## src/verilog/wdt_pkg.sv

```systemverilog
package wdt_pkg;

  // Clocking: the 32 kHz tick is made from ref_clk by a rounded divider
  localparam int unsigned CLK_HZ        = 40_000_000;
  localparam int unsigned SLOW_HZ       = 32_768;
  localparam int unsigned SLOW_DIV      = (CLK_HZ + SLOW_HZ / 2) / SLOW_HZ;
  localparam logic [10:0] SLOW_DIV_LAST = 11'(SLOW_DIV - 1);

  // Register byte offsets
  localparam logic [7:0] OFS_LOAD   = 8'h00;
  localparam logic [7:0] OFS_COUNT  = 8'h04;
  localparam logic [7:0] OFS_CONFIG = 8'h08;
  localparam logic [7:0] OFS_CLEAR  = 8'h0c;
  localparam logic [7:0] OFS_STATUS = 8'h10;

  // Configuration field positions
  localparam int unsigned CFG_COUNT_UP_BIT = 8;
  localparam int unsigned CFG_WD_EN_BIT    = 5;
  localparam int unsigned CFG_LSB          = 1;
  localparam int unsigned CFG_MSB          = 8;

  // Status field positions
  localparam int unsigned STS_IRQ_BIT     = 0;
  localparam int unsigned STS_WD_BIT      = 1;
  localparam int unsigned STS_TRIPPED_BIT = 2;

  // Prescale codes and the last prescaler count for each divisor
  localparam logic [1:0] PRE_DIV16    = 2'b01;
  localparam logic [1:0] PRE_DIV256   = 2'b10;
  localparam logic [7:0] PRE_LAST_1   = 8'h00;
  localparam logic [7:0] PRE_LAST_16  = 8'h0f;
  localparam logic [7:0] PRE_LAST_256 = 8'hff;

  // Counter and shift register constants
  localparam logic [15:0] COUNT_RESET = 16'h0000;
  localparam logic [15:0] COUNT_FULL  = 16'hffff;
  localparam logic [15:0] COUNT_ONE   = 16'h0001;
  localparam logic [15:0] LOAD_RESET  = 16'h0000;
  localparam logic [7:0]  LFSR_MASK   = 8'h63;
  localparam logic [7:0]  LFSR_RESET  = 8'h00;

  // Configuration bits 8..1, in register order
  typedef struct packed {
    logic       count_up;
    logic       enable;
    logic       periodic;
    logic       wd_en;
    logic       secure;
    logic [1:0] prescale;
    logic       irq_opt;
  } wdt_cfg_t;

  localparam wdt_cfg_t CFG_RESET = 8'h00;

  typedef enum logic [2:0] {
    MODE_NORMAL   = 3'b001,
    MODE_WATCHDOG = 3'b010,
    MODE_TRIPPED  = 3'b100
  } wdt_mode_t;

endpackage

```

## src/verilog/wdt_top.sv

```systemverilog
`timescale 1ns/1ps
// Notes on behaviour
// - Normal mode: 32 kHz, /1 /16 /256, down only
// - Config bit 5 enters watchdog; clear at reset
// - Watchdog counts down from load value
// - Full load at /256 gives 512 s
// - Watchdog always runs from 32 kHz tick
// - Expiry: reset, or interrupt when bit 1 set
// - Accepted service reloads counter, new period
// - Watchdog mode locks load and config until reset
// - Load and count are 16 bits; count read-only
// - Clear register 8 bits; clears normal interrupt
// - Bit 4 secure: service must equal LFSR value
// - LFSR 8 bits, X8+X6+X5+X+1
// - Clear write before watchdog captures the seed
// - Matching service steps LFSR at reload
// - Mismatched service resets immediately
// - Zero seed always causes immediate reset; here only in secure mode, at the first service
// - LFSR state never readable
// - First service equals seed, then successive states
// - Bits 8,7,6: count-up, enable, periodic; reset clear
// - Prescale 00=/1, 01=/16, 10=/256, 11=/1
// - Normal mode interrupt on reaching zero; clear removes
module wdt_top (
  input  wire logic        ref_clk,
  input  wire logic        rst_n,
  input  wire logic [7:0]  avs_address,
  input  wire logic        avs_read,
  input  wire logic        avs_write,
  input  wire logic [31:0] avs_writedata,
  input  wire logic [3:0]  avs_byteenable,
  output logic      [31:0] avs_readdata,
  output logic             avs_waitrequest,
  output logic             wdt_irq,
  output logic             cpu_reset_req
);

  // Bus slave state
  logic               wait_q;
  logic [31:0]        rdata_q;
  logic [31:0]        rd_mux;

  // Output flip-flops
  logic               irq_q;
  logic               cpu_reset_q;

  // Software-visible registers
  wdt_pkg::wdt_cfg_t  cfg_q;
  wdt_pkg::wdt_cfg_t  cfg_d;
  wdt_pkg::wdt_mode_t mode_q;
  logic [15:0]        load_q;
  logic [15:0]        load_d;
  logic [15:0]        count_q;

  // Service sequence
  logic [7:0]         lfsr_q;
  logic [7:0]         lfsr_next;

  // Timebase
  logic [10:0]        div_q;
  logic [7:0]         pre_q;
  logic [7:0]         pre_last;
  logic               slow_tick;
  logic               running;
  logic               step;

  // Bus decode
  logic               wr_go;
  logic               wr_load;
  logic               wr_config;
  logic               wr_clear;
  logic               unlocked;

  // Watchdog service decode
  logic               enter_wd;
  logic               svc_write;
  logic               svc_ok;
  logic               svc_bad;
  logic               reload_svc;

  // Counter events
  logic               wd_expire;
  logic               norm_zero;
  logic               irq_set;
  logic               irq_clr;
  logic               trip;

  // A request is served in the cycle where waitrequest is already low
  // Decoding from the live address is safe: the master holds it
  // until it has sampled waitrequest low, so the strobe and the
  // address always agree at the completion edge
  // Clear writes need lane 0, where the written value lives
  assign wr_go     = avs_write && !wait_q;
  assign wr_load   = wr_go && (avs_address == wdt_pkg::OFS_LOAD);
  assign wr_config = wr_go && (avs_address == wdt_pkg::OFS_CONFIG);
  assign wr_clear  = wr_go && (avs_address == wdt_pkg::OFS_CLEAR) && avs_byteenable[0];
  assign unlocked  = (mode_q == wdt_pkg::MODE_NORMAL);

  // Byte-lane merges for the two writable registers
  // Lane 0 carries load bits 7:0 and config bits 7:1
  // Lane 1 carries load bits 15:8 and the count-up bit
  // Lanes 2 and 3 have nothing behind them
  // Bit 0 of the config word is reserved and never stored
  always_comb
  begin
    load_d = load_q;
    cfg_d  = cfg_q;
    if (avs_byteenable[0])
    begin
      load_d[7:0] = avs_writedata[7:0];
      cfg_d[6:0]  = avs_writedata[7:1];
    end
    if (avs_byteenable[1])
    begin
      load_d[15:8] = avs_writedata[15:8];
      cfg_d[7]     = avs_writedata[wdt_pkg::CFG_COUNT_UP_BIT];
    end
  end

  // Read multiplexer; the shift register has no read path at all
  // Keeping the LFSR off this mux is deliberate: software must
  // track the sequence itself, so a leaked state would defeat
  // the secure clear
  // The clear register reads as zero through the default arm
  always_comb
  begin
    rd_mux = 32'h0000_0000;
    case (avs_address)
      wdt_pkg::OFS_LOAD:   rd_mux[15:0] = load_q;
      wdt_pkg::OFS_COUNT:  rd_mux[15:0] = count_q;
      wdt_pkg::OFS_CONFIG: rd_mux[wdt_pkg::CFG_MSB:wdt_pkg::CFG_LSB] = cfg_q;
      // Status bits are a snapshot of flag and mode
      wdt_pkg::OFS_STATUS:
      begin
        rd_mux[wdt_pkg::STS_IRQ_BIT]     = irq_q;
        rd_mux[wdt_pkg::STS_WD_BIT]      = (mode_q == wdt_pkg::MODE_WATCHDOG);
        rd_mux[wdt_pkg::STS_TRIPPED_BIT] = (mode_q == wdt_pkg::MODE_TRIPPED);
      end
      default:             rd_mux = 32'h0000_0000;
    endcase
  end

  // Bus slave: one wait cycle, then a single cycle with waitrequest low
  // Read data are captured in the wait cycle and then held, so
  // they stand at the completion edge and until the next request, which zeroes them if it is a write
  // The cost is a fixed two-cycle access, which the register
  // traffic here can easily afford
  always_ff @(posedge ref_clk)
  begin
    if (!rst_n)
    begin
      wait_q  <= 1'b1;
      rdata_q <= 32'h0000_0000;
    end
    // Completion edge: back to waiting
    else if (!wait_q)
    begin
      wait_q <= 1'b1;
    end
    // Request seen: answer in the next cycle
    else if (avs_read || avs_write)
    begin
      wait_q  <= 1'b0;
      rdata_q <= avs_read ? rd_mux : 32'h0000_0000;
    end
  end

  // Slow tick divider; rounding keeps the tick within 0.03 % of 32 kHz
  // The divider free-runs from reset and is never restarted, so
  // the first step after an enable can come early by up to one
  // tick; a watchdog period is accurate to one step, as a service reload does not restart pre_q
  // Every timer decision below is taken on this single pulse
  assign slow_tick = (div_q == wdt_pkg::SLOW_DIV_LAST);

  always_ff @(posedge ref_clk)
  begin
    if (!rst_n)
      div_q <= 11'h000;
    else if (slow_tick)
      div_q <= 11'h000;
    else
      div_q <= div_q + 11'h001;
  end

  // Prescaler last count; code 11 falls back to divide by one
  // A last count rather than a divisor keeps the compare small
  // and lets divide by one fall out as a last count of zero
  // The same compare serves normal and watchdog mode
  always_comb
  begin
    case (cfg_q.prescale)
      wdt_pkg::PRE_DIV16:  pre_last = wdt_pkg::PRE_LAST_16;
      wdt_pkg::PRE_DIV256: pre_last = wdt_pkg::PRE_LAST_256;
      default:             pre_last = wdt_pkg::PRE_LAST_1;
    endcase
  end

  // Watchdog runs regardless of the enable bit
  // Ignoring the enable in watchdog mode means software cannot
  // stop the watchdog by clearing bit 7, and since the config
  // register is locked it could not do so anyway
  // A step is one prescaled tick of the 32 kHz timebase
  assign running = (unlocked && cfg_q.enable)
                   || (mode_q == wdt_pkg::MODE_WATCHDOG);
  assign step    = running && slow_tick && (pre_q >= pre_last);

  // Prescaler held at zero while stopped so a start is clean
  // A prescale change while running takes effect at once; the
  // partial count is kept, so the first period may be short
  // Software that needs exact periods changes it while stopped
  always_ff @(posedge ref_clk)
  begin
    if (!rst_n)
      pre_q <= 8'h00;
    else if (!running)
      pre_q <= 8'h00;
    else if (slow_tick)
      pre_q <= (pre_q >= pre_last) ? 8'h00 : pre_q + 8'h01;
  end

  // Entering watchdog mode and servicing it
  // Entry needs lane 0, where the watchdog enable bit lives
  // A service is any clear write made while the watchdog runs;
  // in secure mode it must also match a non-zero LFSR state
  // A zero state can never match, which makes a zero seed
  // always fatal as soon as the first service arrives
  assign enter_wd   = wr_config && unlocked && avs_byteenable[0]
                      && avs_writedata[wdt_pkg::CFG_WD_EN_BIT];
  assign svc_write  = wr_clear && (mode_q == wdt_pkg::MODE_WATCHDOG);
  assign svc_ok     = !cfg_q.secure
                      || ((avs_writedata[7:0] == lfsr_q)
                      && (lfsr_q != 8'h00));
  assign svc_bad    = svc_write && !svc_ok;
  assign reload_svc = svc_write && svc_ok;
  // Expiry is reported every step while stuck at zero; harmless repeats
  // With the interrupt option the flag is simply set again
  assign wd_expire  = step
                      && (mode_q == wdt_pkg::MODE_WATCHDOG)
                      && (count_q <= wdt_pkg::COUNT_ONE);
  assign norm_zero  = step && unlocked && (count_q == wdt_pkg::COUNT_ONE);
  // A service in the expiry cycle counts as in time
  // It was written within the period, so it is honoured
  assign trip       = svc_bad
                      || (wd_expire && !reload_svc && !cfg_q.irq_opt);

  // Down counter; count-up bit is stored but has no effect
  // Priority: entry and service reloads first, then a load
  // write in normal mode, then the step itself
  // In watchdog mode the count stops at zero instead of
  // wrapping, so a missed expiry is reported again next step
  always_ff @(posedge ref_clk)
  begin
    if (!rst_n)
      count_q <= wdt_pkg::COUNT_RESET;
    else if (enter_wd || reload_svc)
      count_q <= load_q;
    else if (wr_load && unlocked)
      count_q <= load_d;
    else if (step)
    begin
      if (mode_q == wdt_pkg::MODE_WATCHDOG)
      begin
        if (count_q != wdt_pkg::COUNT_RESET)
          count_q <= count_q - wdt_pkg::COUNT_ONE;
      end
      else if (count_q == wdt_pkg::COUNT_RESET)
        count_q <= cfg_q.periodic ? load_q : wdt_pkg::COUNT_FULL;
      else
        count_q <= count_q - wdt_pkg::COUNT_ONE;
    end
  end

  // Load and configuration registers, locked once watchdog is on
  // The lock follows the mode, and only rst_n returns the mode
  // to normal, so no software write can lift it
  // Locked writes are still answered on the bus, just dropped
  always_ff @(posedge ref_clk)
  begin
    if (!rst_n)
    begin
      load_q <= wdt_pkg::LOAD_RESET;
      cfg_q  <= wdt_pkg::CFG_RESET;
    end
    else
    begin
      if (wr_load && unlocked)
        load_q <= load_d;
      if (wr_config && unlocked)
        cfg_q <= cfg_d;
    end
  end

  // Galois form of the polynomial, shifting left
  // Taps at x6, x5, x1 and x0 form the feedback mask; the
  // Galois form needs one XOR level per bit, which suits a
  // single-cycle step at the reload edge
  // The seed is any clear write in normal mode, the last one wins
  assign lfsr_next = {lfsr_q[6:0], 1'b0}
                     ^ (lfsr_q[7] ? wdt_pkg::LFSR_MASK : 8'h00);

  always_ff @(posedge ref_clk)
  begin
    if (!rst_n)
      lfsr_q <= wdt_pkg::LFSR_RESET;
    else if (wr_clear && unlocked)
      lfsr_q <= avs_writedata[7:0];
    else if (reload_svc && cfg_q.secure)
      lfsr_q <= lfsr_next;
  end

  // Mode sequencing; trip takes watchdog to tripped, only rst_n returns either to normal
  // Tripped is kept as its own state so that nothing else
  // happens after a reset request: no steps, no services, no
  // further interrupts while the system reacts
  // An illegal code falls back to normal, the reset state
  always_ff @(posedge ref_clk)
  begin
    if (!rst_n)
      mode_q <= wdt_pkg::MODE_NORMAL;
    else
    begin
      case (mode_q)
        wdt_pkg::MODE_NORMAL:
          if (enter_wd)
            mode_q <= wdt_pkg::MODE_WATCHDOG;
        wdt_pkg::MODE_WATCHDOG:
          if (trip)
            mode_q <= wdt_pkg::MODE_TRIPPED;
        wdt_pkg::MODE_TRIPPED:
          mode_q <= wdt_pkg::MODE_TRIPPED;
        default:
          mode_q <= wdt_pkg::MODE_NORMAL;
      endcase
    end
  end

  // Reset request holds until the system pulls rst_n
  // A pulse could be missed by a slow reset controller, so
  // the request is a level that only the reset itself drops
  // A mismatched secure clear write or an expiry without the interrupt option sets it; no clear write drops it
  always_ff @(posedge ref_clk)
  begin
    if (!rst_n)
      cpu_reset_q <= 1'b0;
    else if (trip)
      cpu_reset_q <= 1'b1;
  end

  // Interrupt flag; a set in the clearing cycle wins
  // Losing a set would hide an expiry from software, while a
  // spurious extra interrupt only costs one more clear write
  // An accepted service also drops a pending watchdog interrupt
  assign irq_set = norm_zero
                   || (wd_expire && cfg_q.irq_opt && !reload_svc);
  assign irq_clr = (wr_clear && unlocked) || reload_svc;

  always_ff @(posedge ref_clk)
  begin
    if (!rst_n)
      irq_q <= 1'b0;
    else if (irq_set)
      irq_q <= 1'b1;
    else if (irq_clr)
      irq_q <= 1'b0;
  end

  // Outputs come straight from their flip-flops
  assign avs_readdata    = rdata_q;
  assign avs_waitrequest = wait_q;
  assign wdt_irq         = irq_q;
  assign cpu_reset_req   = cpu_reset_q;

endmodule
```

## config.mk

```make
export PLATFORM = sky130hd
export DESIGN_NAME = wdt_top
export DESIGN_NICKNAME = d
export VERILOG_FILES = /design/src/verilog/wdt_pkg.sv /design/src/verilog/wdt_top.sv
export SDC_FILE = /design/constraint.sdc
export NUM_CORES = 1
export LEC_CHECK = 0
export BUFFER_PORTS_ARGS = -buffer_cell sky130_fd_sc_hd__clkbuf_2
export CAP_MARGIN = 10
export CORE_AREA = 2 2 97 99
export CTS_CLUSTER_DIAMETER = 80
export DETAILED_ROUTE_END_ITERATION = 10
export DIE_AREA = 0 0 99 101
export HOLD_SLACK_MARGIN = 0.12
export PLACE_DENSITY = 0.82
export SLEW_MARGIN = 10
export SYNTH_ARGS = -nofsm -noshare
export SYNTH_HDL_FRONTEND = slang
export SYNTH_SLANG_ARGS = --single-unit
```

## constraint.sdc

```tcl
create_clock -name ref_clk -period 5.9 [get_ports ref_clk]
set_input_delay 0.295 -clock ref_clk [delete_from_list [all_inputs] [get_ports ref_clk]]
set_output_delay 0.295 -clock ref_clk [all_outputs]
set_load 0.005 [all_outputs]
```

==> impl_results.md, run 1 <==
- Total leakage power: 2.15 nW
- Post-synth EDFFs: 0
- CTS clk-pin slew, worst paths: 0.10 ns
- Worst Path Arrival: 3.47 ns
- Relative slew slack: 24.2%
- Hold Worst Slack: 0.152 ns
- Total global routing overflow: 0
- Cell Pwr Density: 205 mW/mm²
- Vias per Instance: 6.60
- Pin count of the biggest net entering global routing: 33
- Final wirelength: 15200 µm
- Vias in the first global route: 4964
- Setup Crit Path Kind: reg2reg
- Wire per inst: 19.2 µm
- Port Buffer Count: 48
- Root Driver: clkbuf_8
- GRT busiest layer: met2
- Max Cap Viol: 0
- CTS tree: yes
- Post-route core utilization: 63.0%
- Crit-path cells: nor3b_2, and4_1, a21o_1, o21ai_2, o32ai_1
- Post-CTS setup buffers: 0
- Clock latency on the worst-skew pair: 0.37 ns
- Core region area: 0.00898 mm²
- Synth Area in Adders: 2.62%
- Worst-Margin Slew: 1.12 ns
- Antenna-violating nets left: 0
- Layout Nets: 737
- Post-CTS Hold Fix Bufs: 0
- Int Power: 877 µW
- Main combinational cell family by area after synthesis: simple AND/OR/NAND/NOR gates
- Top-Level Pins: 83
- GR Util met2: 48.2%
- GR Util met1: 39.3%
- Clock buffer count from CTS: 9
- Die Wd: 99 µm
- Max frequency: 313 MHz
- Final setup margin: 2.71 ns
- Clock Power Share: 42.5%
- First-pass GRT wire length: 24500 µm
- Seq pwr share: 52.2%
- R2R cell count: 5
- Die height: 101 µm
- Initial antenna violation count: 0
- Async SR Flop Fraction: 0%
- Cell variety after synth: 73
- Final setup violation count: 0
- Worst setup SP type: flip-flop
- Logic pwr share: 5.3%
- Total negative slack: 0 ns
- Post-synthesis cell area: 0.00525 mm²
- Status: finished, final reports clean
- CTS Buffer Depth: 2
- Std-Cell Rows: 35
- Fin crit share: 54.1%
- Drt pass-1 iters: 8
- Sw frac: 24.4%
- Yosys reg bits: 89
- H-tree levels: 3
- GR Util met3: 5.89%
- Post-Synth Simple-Gate Area: 27.6%
- CP Capture Type: flip-flop
- Dpl ws: 2.49 ns
- Cells after synthesis: 656
- Synthesis Warnings: 0
- Crit path max fanout: 24
- Hold Crit Class: in2reg
- DR iter-0 viols: 563
- Slew Limit Fails: 0
- WP data required: 6.18 ns
- CP max-delay cell: a21o_1
- Worst VDD drop: 132 µV
- Diode count: 0
- Post-synthesis mux area share: 0.762%
- Final Hold Fails: 0
- Via count: 5241
- GRT Total Usage: 30.4%
- Sink Count: 89
- Clock skew: 0.0167 ns
- Area grow syn2layout: 7.67%
- # DRC: 0
- Fin crit period: 3.19 ns
- Share of cells above drive strength 1: 13.0%
- GP Congestion: 1.00
- Crit path from: mode_q[1]$_SDFFE_PN0P_
- Worst R2R Setup Slack: 2.71 ns
- Top FF cell, synth: dfxtp_1
- CTS resizes: 0
- End of the critical path: count_q[0]$_SDFFE_PN0P_
- Synth Area in Compound Gates: 22.0%
- Seq/Total Area, Yosys: 33.9%
- Fraction of synthesized cell area in xor and xnor cells: 6.17%
- Mean Syn Cell Area: 8.01 µm²
- Reg-to-reg startpoint: mode_q[1]$_SDFFE_PN0P_
- Post-DP HPWL: 10900 µm
- Unrepaired setup endpoints after global routing: false
- Die Area: 0.0100 mm²
- Worst R2R End: count_q[0]$_SDFFE_PN0P_
- Switch Pwr: 283 µW
- Initial Util: 58.5%
- Slowest cell delay on critical path: 0.73 ns
[registers in the layout (all words and copies together), names as in the netlist]
register and flops:
mode_q 3, avs_waitrequest 1, div_q 11, lfsr_q 8, cfg_q 8, cpu_reset_req 1, avs_readdata 16, count_q 16
load_q 16, wdt_irq 1, pre_q 8
[kinds of logic (layout without fill, tap and decap cells)]
logic type / count (synthesis) / after routing
buf+inv: 74 / 86
xor+xnor: 37 / 37
mux: 4 / 4
flops: 89 / 89
fa+ha+maj: 11 / 11
other cells: 1 / 16
simple gates: 276 / 276
compound gates: 164 / 164
[metrics by stage]
stage	power (mW)	instances	instance area [µm²]
after global routing	1.19	794	5660
after CTS	1.16	794	5660
final	1.16	794	5660
after floorplan	0.659	671	5310
after detailed placement	0.679	778	5420
after global placement	0.677	778	5420
[final cells by class]
type	instances	area, µm²
inverter	19	71.3
sequential	89	1780
clock inverter	6	97.6
timing repair buffer	51	263
multi-input combinational	508	3170
tap	111	139
clock buffer	10	138
fill	790	3320
[per-layer routing]
| metal | vias up | part of all wire, % | routed length [µm] |
|---|---|---|---|
| li1 | 2413 | - | - |
| met1 | 2515 | 41 | 6190 |
| met2 | 264 | 47 | 7140 |
| met3 | 49 | 8.6 | 1310 |
| met4 | 0 | 3.8 | 581 |
| met5 | - | 0 | 0 |
[power by group through the flow]
| stage | combinational [mW] | sequential, mW | clock, mW |
|---|---|---|---|
| finish | 0.0613 | 0.606 | 0.493 |
| global route | 0.0661 | 0.607 | 0.518 |
| CTS | 0.0599 | 0.606 | 0.494 |
| detailed placement | 0.0590 | 0.620 | 0 |
| floorplan | 0.0399 | 0.619 | 0 |
| global placement | 0.0575 | 0.620 | 0 |
[worst min-delay path by stage]
stage                                start                      end  cells past startpoint
CTS                      avs_writedata[14]  load_q[14]$_SDFFE_PN0P_                      3
global route             avs_writedata[14]  load_q[14]$_SDFFE_PN0P_                      3
finish                   avs_writedata[14]  load_q[14]$_SDFFE_PN0P_                      3
global placement       div_q[0]$_SDFF_PP0_      div_q[0]$_SDFF_PP0_                      1
floorplan                avs_writedata[14]  load_q[14]$_SDFFE_PN0P_                      2
detailed placement  load_q[4]$_SDFFE_PN0P_   load_q[4]$_SDFFE_PN0P_                      2
[cells in the mapped netlist, drive strengths merged, types with 8 or more instances]
cell	n	area, µm²
nand2	91	342
dfxtp	89	1780
a21oi	53	265
nor2	51	191
buf	31	200
clkbuf	24	90.1
nand3	21	105
o21ai	21	109
xor2	21	184
nor3	20	105
nand4	19	119
inv	18	67.6
nor4	16	160
xnor2	16	140
o22ai	15	93.8
ha	11	138
a222oi	8	80.1
[critical path, delay by kind of cell (launching register included)]
family	cells	cell delay (ns)
AO/OA/AOI/OAI	3	1.45
AND/OR/NAND/NOR	2	1.17
flip-flops	1	0.49
[layout by cell type, fill, tap and decap left out, types with 12 or more instances in the layout]
cell type	n
nand4_1	19
nand3_1	21
o21ai_0	18
nor3_1	19
conb_1	16
nand2_1	91
dfxtp_1	89
nor4_1	12
o22ai_1	15
nor2_1	51
a21oi_1	53
clkbuf_2	48
xor2_1	21
xnor2_1	16
inv_1	18
Power figures use the tool's default switching activity.
==> run 2: changes to the inputs <==
--- a/config.mk
+++ b/config.mk
@@ -7,12 +7,12 @@
 export LEC_CHECK = 0
 export BUFFER_PORTS_ARGS = -buffer_cell sky130_fd_sc_hd__clkbuf_2
 export CAP_MARGIN = 10
-export CORE_AREA = 2 2 97 99
+export CORE_AREA = 2 2 104 106
 export CTS_CLUSTER_DIAMETER = 80
 export DETAILED_ROUTE_END_ITERATION = 10
-export DIE_AREA = 0 0 99 101
+export DIE_AREA = 0 0 106 108
 export HOLD_SLACK_MARGIN = 0.12
-export PLACE_DENSITY = 0.82
+export PLACE_DENSITY = 0.76
 export SLEW_MARGIN = 10
 export SYNTH_ARGS = -nofsm -noshare
 export SYNTH_HDL_FRONTEND = slang
==> constraint.sdc (replaced) <==
create_clock -name ref_clk -period 2.6 [get_ports ref_clk]
set_input_delay 0.13 -clock ref_clk [delete_from_list [all_inputs] [get_ports ref_clk]]
set_output_delay 0.13 -clock ref_clk [all_outputs]
set_load 0.005 [all_outputs]
==> impl_results.md, run 2 (synthesis results as in run 1) <==
- DR iter-0 viols: 580
- Cell Pwr Density: 404 mW/mm²
- Post-DP Area: 0.00578 mm²
- Wire per inst: 18.1 µm
- Die height: 108 µm
- Slew Limit Fails: 0
- Final setup margin: 0.193 ns
- Fin crit period: 2.41 ns
- Core region area: 0.0102 mm²
- Tot Pwr: 2.49 mW
- Worst setup SP type: flip-flop
- Initial Util: 51.3%
- # DRC: 0
- Worst-Margin Slew: 1.09 ns
- CTS Buffer Depth: 2
- Total negative slack: 0 ns
- Top-Level Pins: 83
- Drt pass-1 iters: 7
- Via count: 5416
- Std-Cell Rows: 37
- CTS clk-pin slew, worst paths: 0.10 ns
- Dpl ws: 0.0755 ns
- Antenna-violating nets left: 0
- Worst Path Arrival: 2.72 ns
- Commonest cells after routing, fill and taps aside: nand2_1 (91), dfxtp_1 (88), a21oi_1 (52)
- Vias per Instance: 6.15
- Hold Crit Class: in2reg
- GRT Total Usage: 28.8%
- Fin crit share: 92.6%
- Max frequency: 416 MHz
- GP Congestion: 0.927
- Die Area: 0.0114 mm²
- Area grow syn2layout: 17.2%
- Fillcell total: 925
- Design area: 0.00616 mm²
- Vias in the first global route: 5247
- CTS tree: yes
- Worst VDD drop: 240 µV
- Setup Crit Path Kind: reg2reg
- Port Buffer Count: 48
- Layout Nets: 799
- Die Wd: 106 µm
- Clock latency on the worst-skew pair: 0.38 ns
- Unrepaired setup endpoints after global routing: false
- Status: finished, final reports clean
- WP data required: 2.91 ns
- Relative slew slack: 26.6%
- Post-DP HPWL: 11800 µm
- Final wirelength: 15900 µm
- Total leakage power: 2.43 nW
- Sink Count: 89
- Total global routing overflow: 0
- Hold Worst Slack: 0.172 ns
- First-pass GRT wire length: 26200 µm
- Final Hold Fails: 0
- Max Cap Viol: 0
- Crit path max fanout: 6
- Final setup violation count: 0
- CP Capture Type: flip-flop
- Root Driver: clkbuf_8
- H-tree levels: 3
- Clock buffer count from CTS: 9
- Diode count: 0
- Pin count of the biggest net entering global routing: 31
- Clock skew: 0.0113 ns
- Most common cell after layout, fill and taps aside: nand2_1
- Initial antenna violation count: 0
- Share of cells above drive strength 1: 18.5%
==> run 2: changes by cell type in the layout (fill, tap and decap cells not counted), sizes merged <==
| cell | delta |
|---|---|
| buf | +46 |
| dlygate4sd3 | +16 |
| inv | +1 |
| bufinv | -2 |
| clkinvlp | +1 |
==> run 2: where the power goes <==
part	leakage (nW)	internal (mW)	switching [mW]	total, mW
clock	0.0952	0.387	0.558	0.945
sequential	0.718	1.37	0.00735	1.37
combinational	1.61	0.0632	0.106	0.169
==> run 2: layout make-up <==
| type | count | area [µm²] | area share [%] |
|---|---|---|---|
| Clock buffer | 10 | 138 | 2.24 |
| Clock inverter | 6 | 50.0 | 0.813 |
| Inverter | 19 | 71.3 | 1.16 |
| Multi-Input combinational cell | 508 | 3180 | 51.6 |
| Sequential cell | 89 | 1780 | 29.0 |
| Tap cell | 136 | 170 | 2.76 |
| Timing Repair Buffer | 113 | 768 | 12.5 |
==> run 2: metrics by stage <==
stage | util, % | std cells
2_1_floorplan | - | 671
3_3_place_gp | 56.5 | 847
3_5_place_dp | 56.5 | 847
4_1_cts | 59.9 | 879
5_1_grt | 60.2 | 881
6_report | 60.2 | 881
==> run 2: per-layer routing <==
| layer | routed length, µm | track usage (%) |
|---|---|---|
| met2 | 7540 | 47.7 |
| met3 | 1400 | 6.15 |
| met1 | 6390 | 35.8 |
| met4 | 583 | 13.7 |
| met5 | 0 | 0 |
==> run 2: timing repair <==
action                                  in CTS  in global routing
setup buffers                                0                  2
endpoints found under the hold margin       21                  0
endpoints found under the setup margin       0                 16
hold buffers                                16                  0
resized for setup                            0                  4
==> run 2: final timing paths <==
path	start	end	slack (ns)	depth (start not counted)
max	cfg_q[1]$_SDFFE_PN0P_	count_q[6]$_SDFFE_PN0P_	0.19	11
min	avs_byteenable[0]	load_q[6]$_SDFFE_PN0P_	0.17	3
max reg2reg	cfg_q[1]$_SDFFE_PN0P_	count_q[6]$_SDFFE_PN0P_	0.19	11
min reg2reg	avs_readdata[1]$_SDFFE_PN0P_	avs_readdata[1]$_SDFFE_PN0P_	0.47	2
==> run 2: worst max-delay path: stages (launching register included) <==
cell      delay, ns
dfxtp_2        0.36
inv_1          0.04
ha_1           0.32
ha_1           0.30
a21oi_1        0.14
o21bai_1       0.10
a21oi_2        0.22
buf_4          0.18
o41ai_4        0.07
buf_4          0.17
or2_2          0.28
a211oi_2       0.16
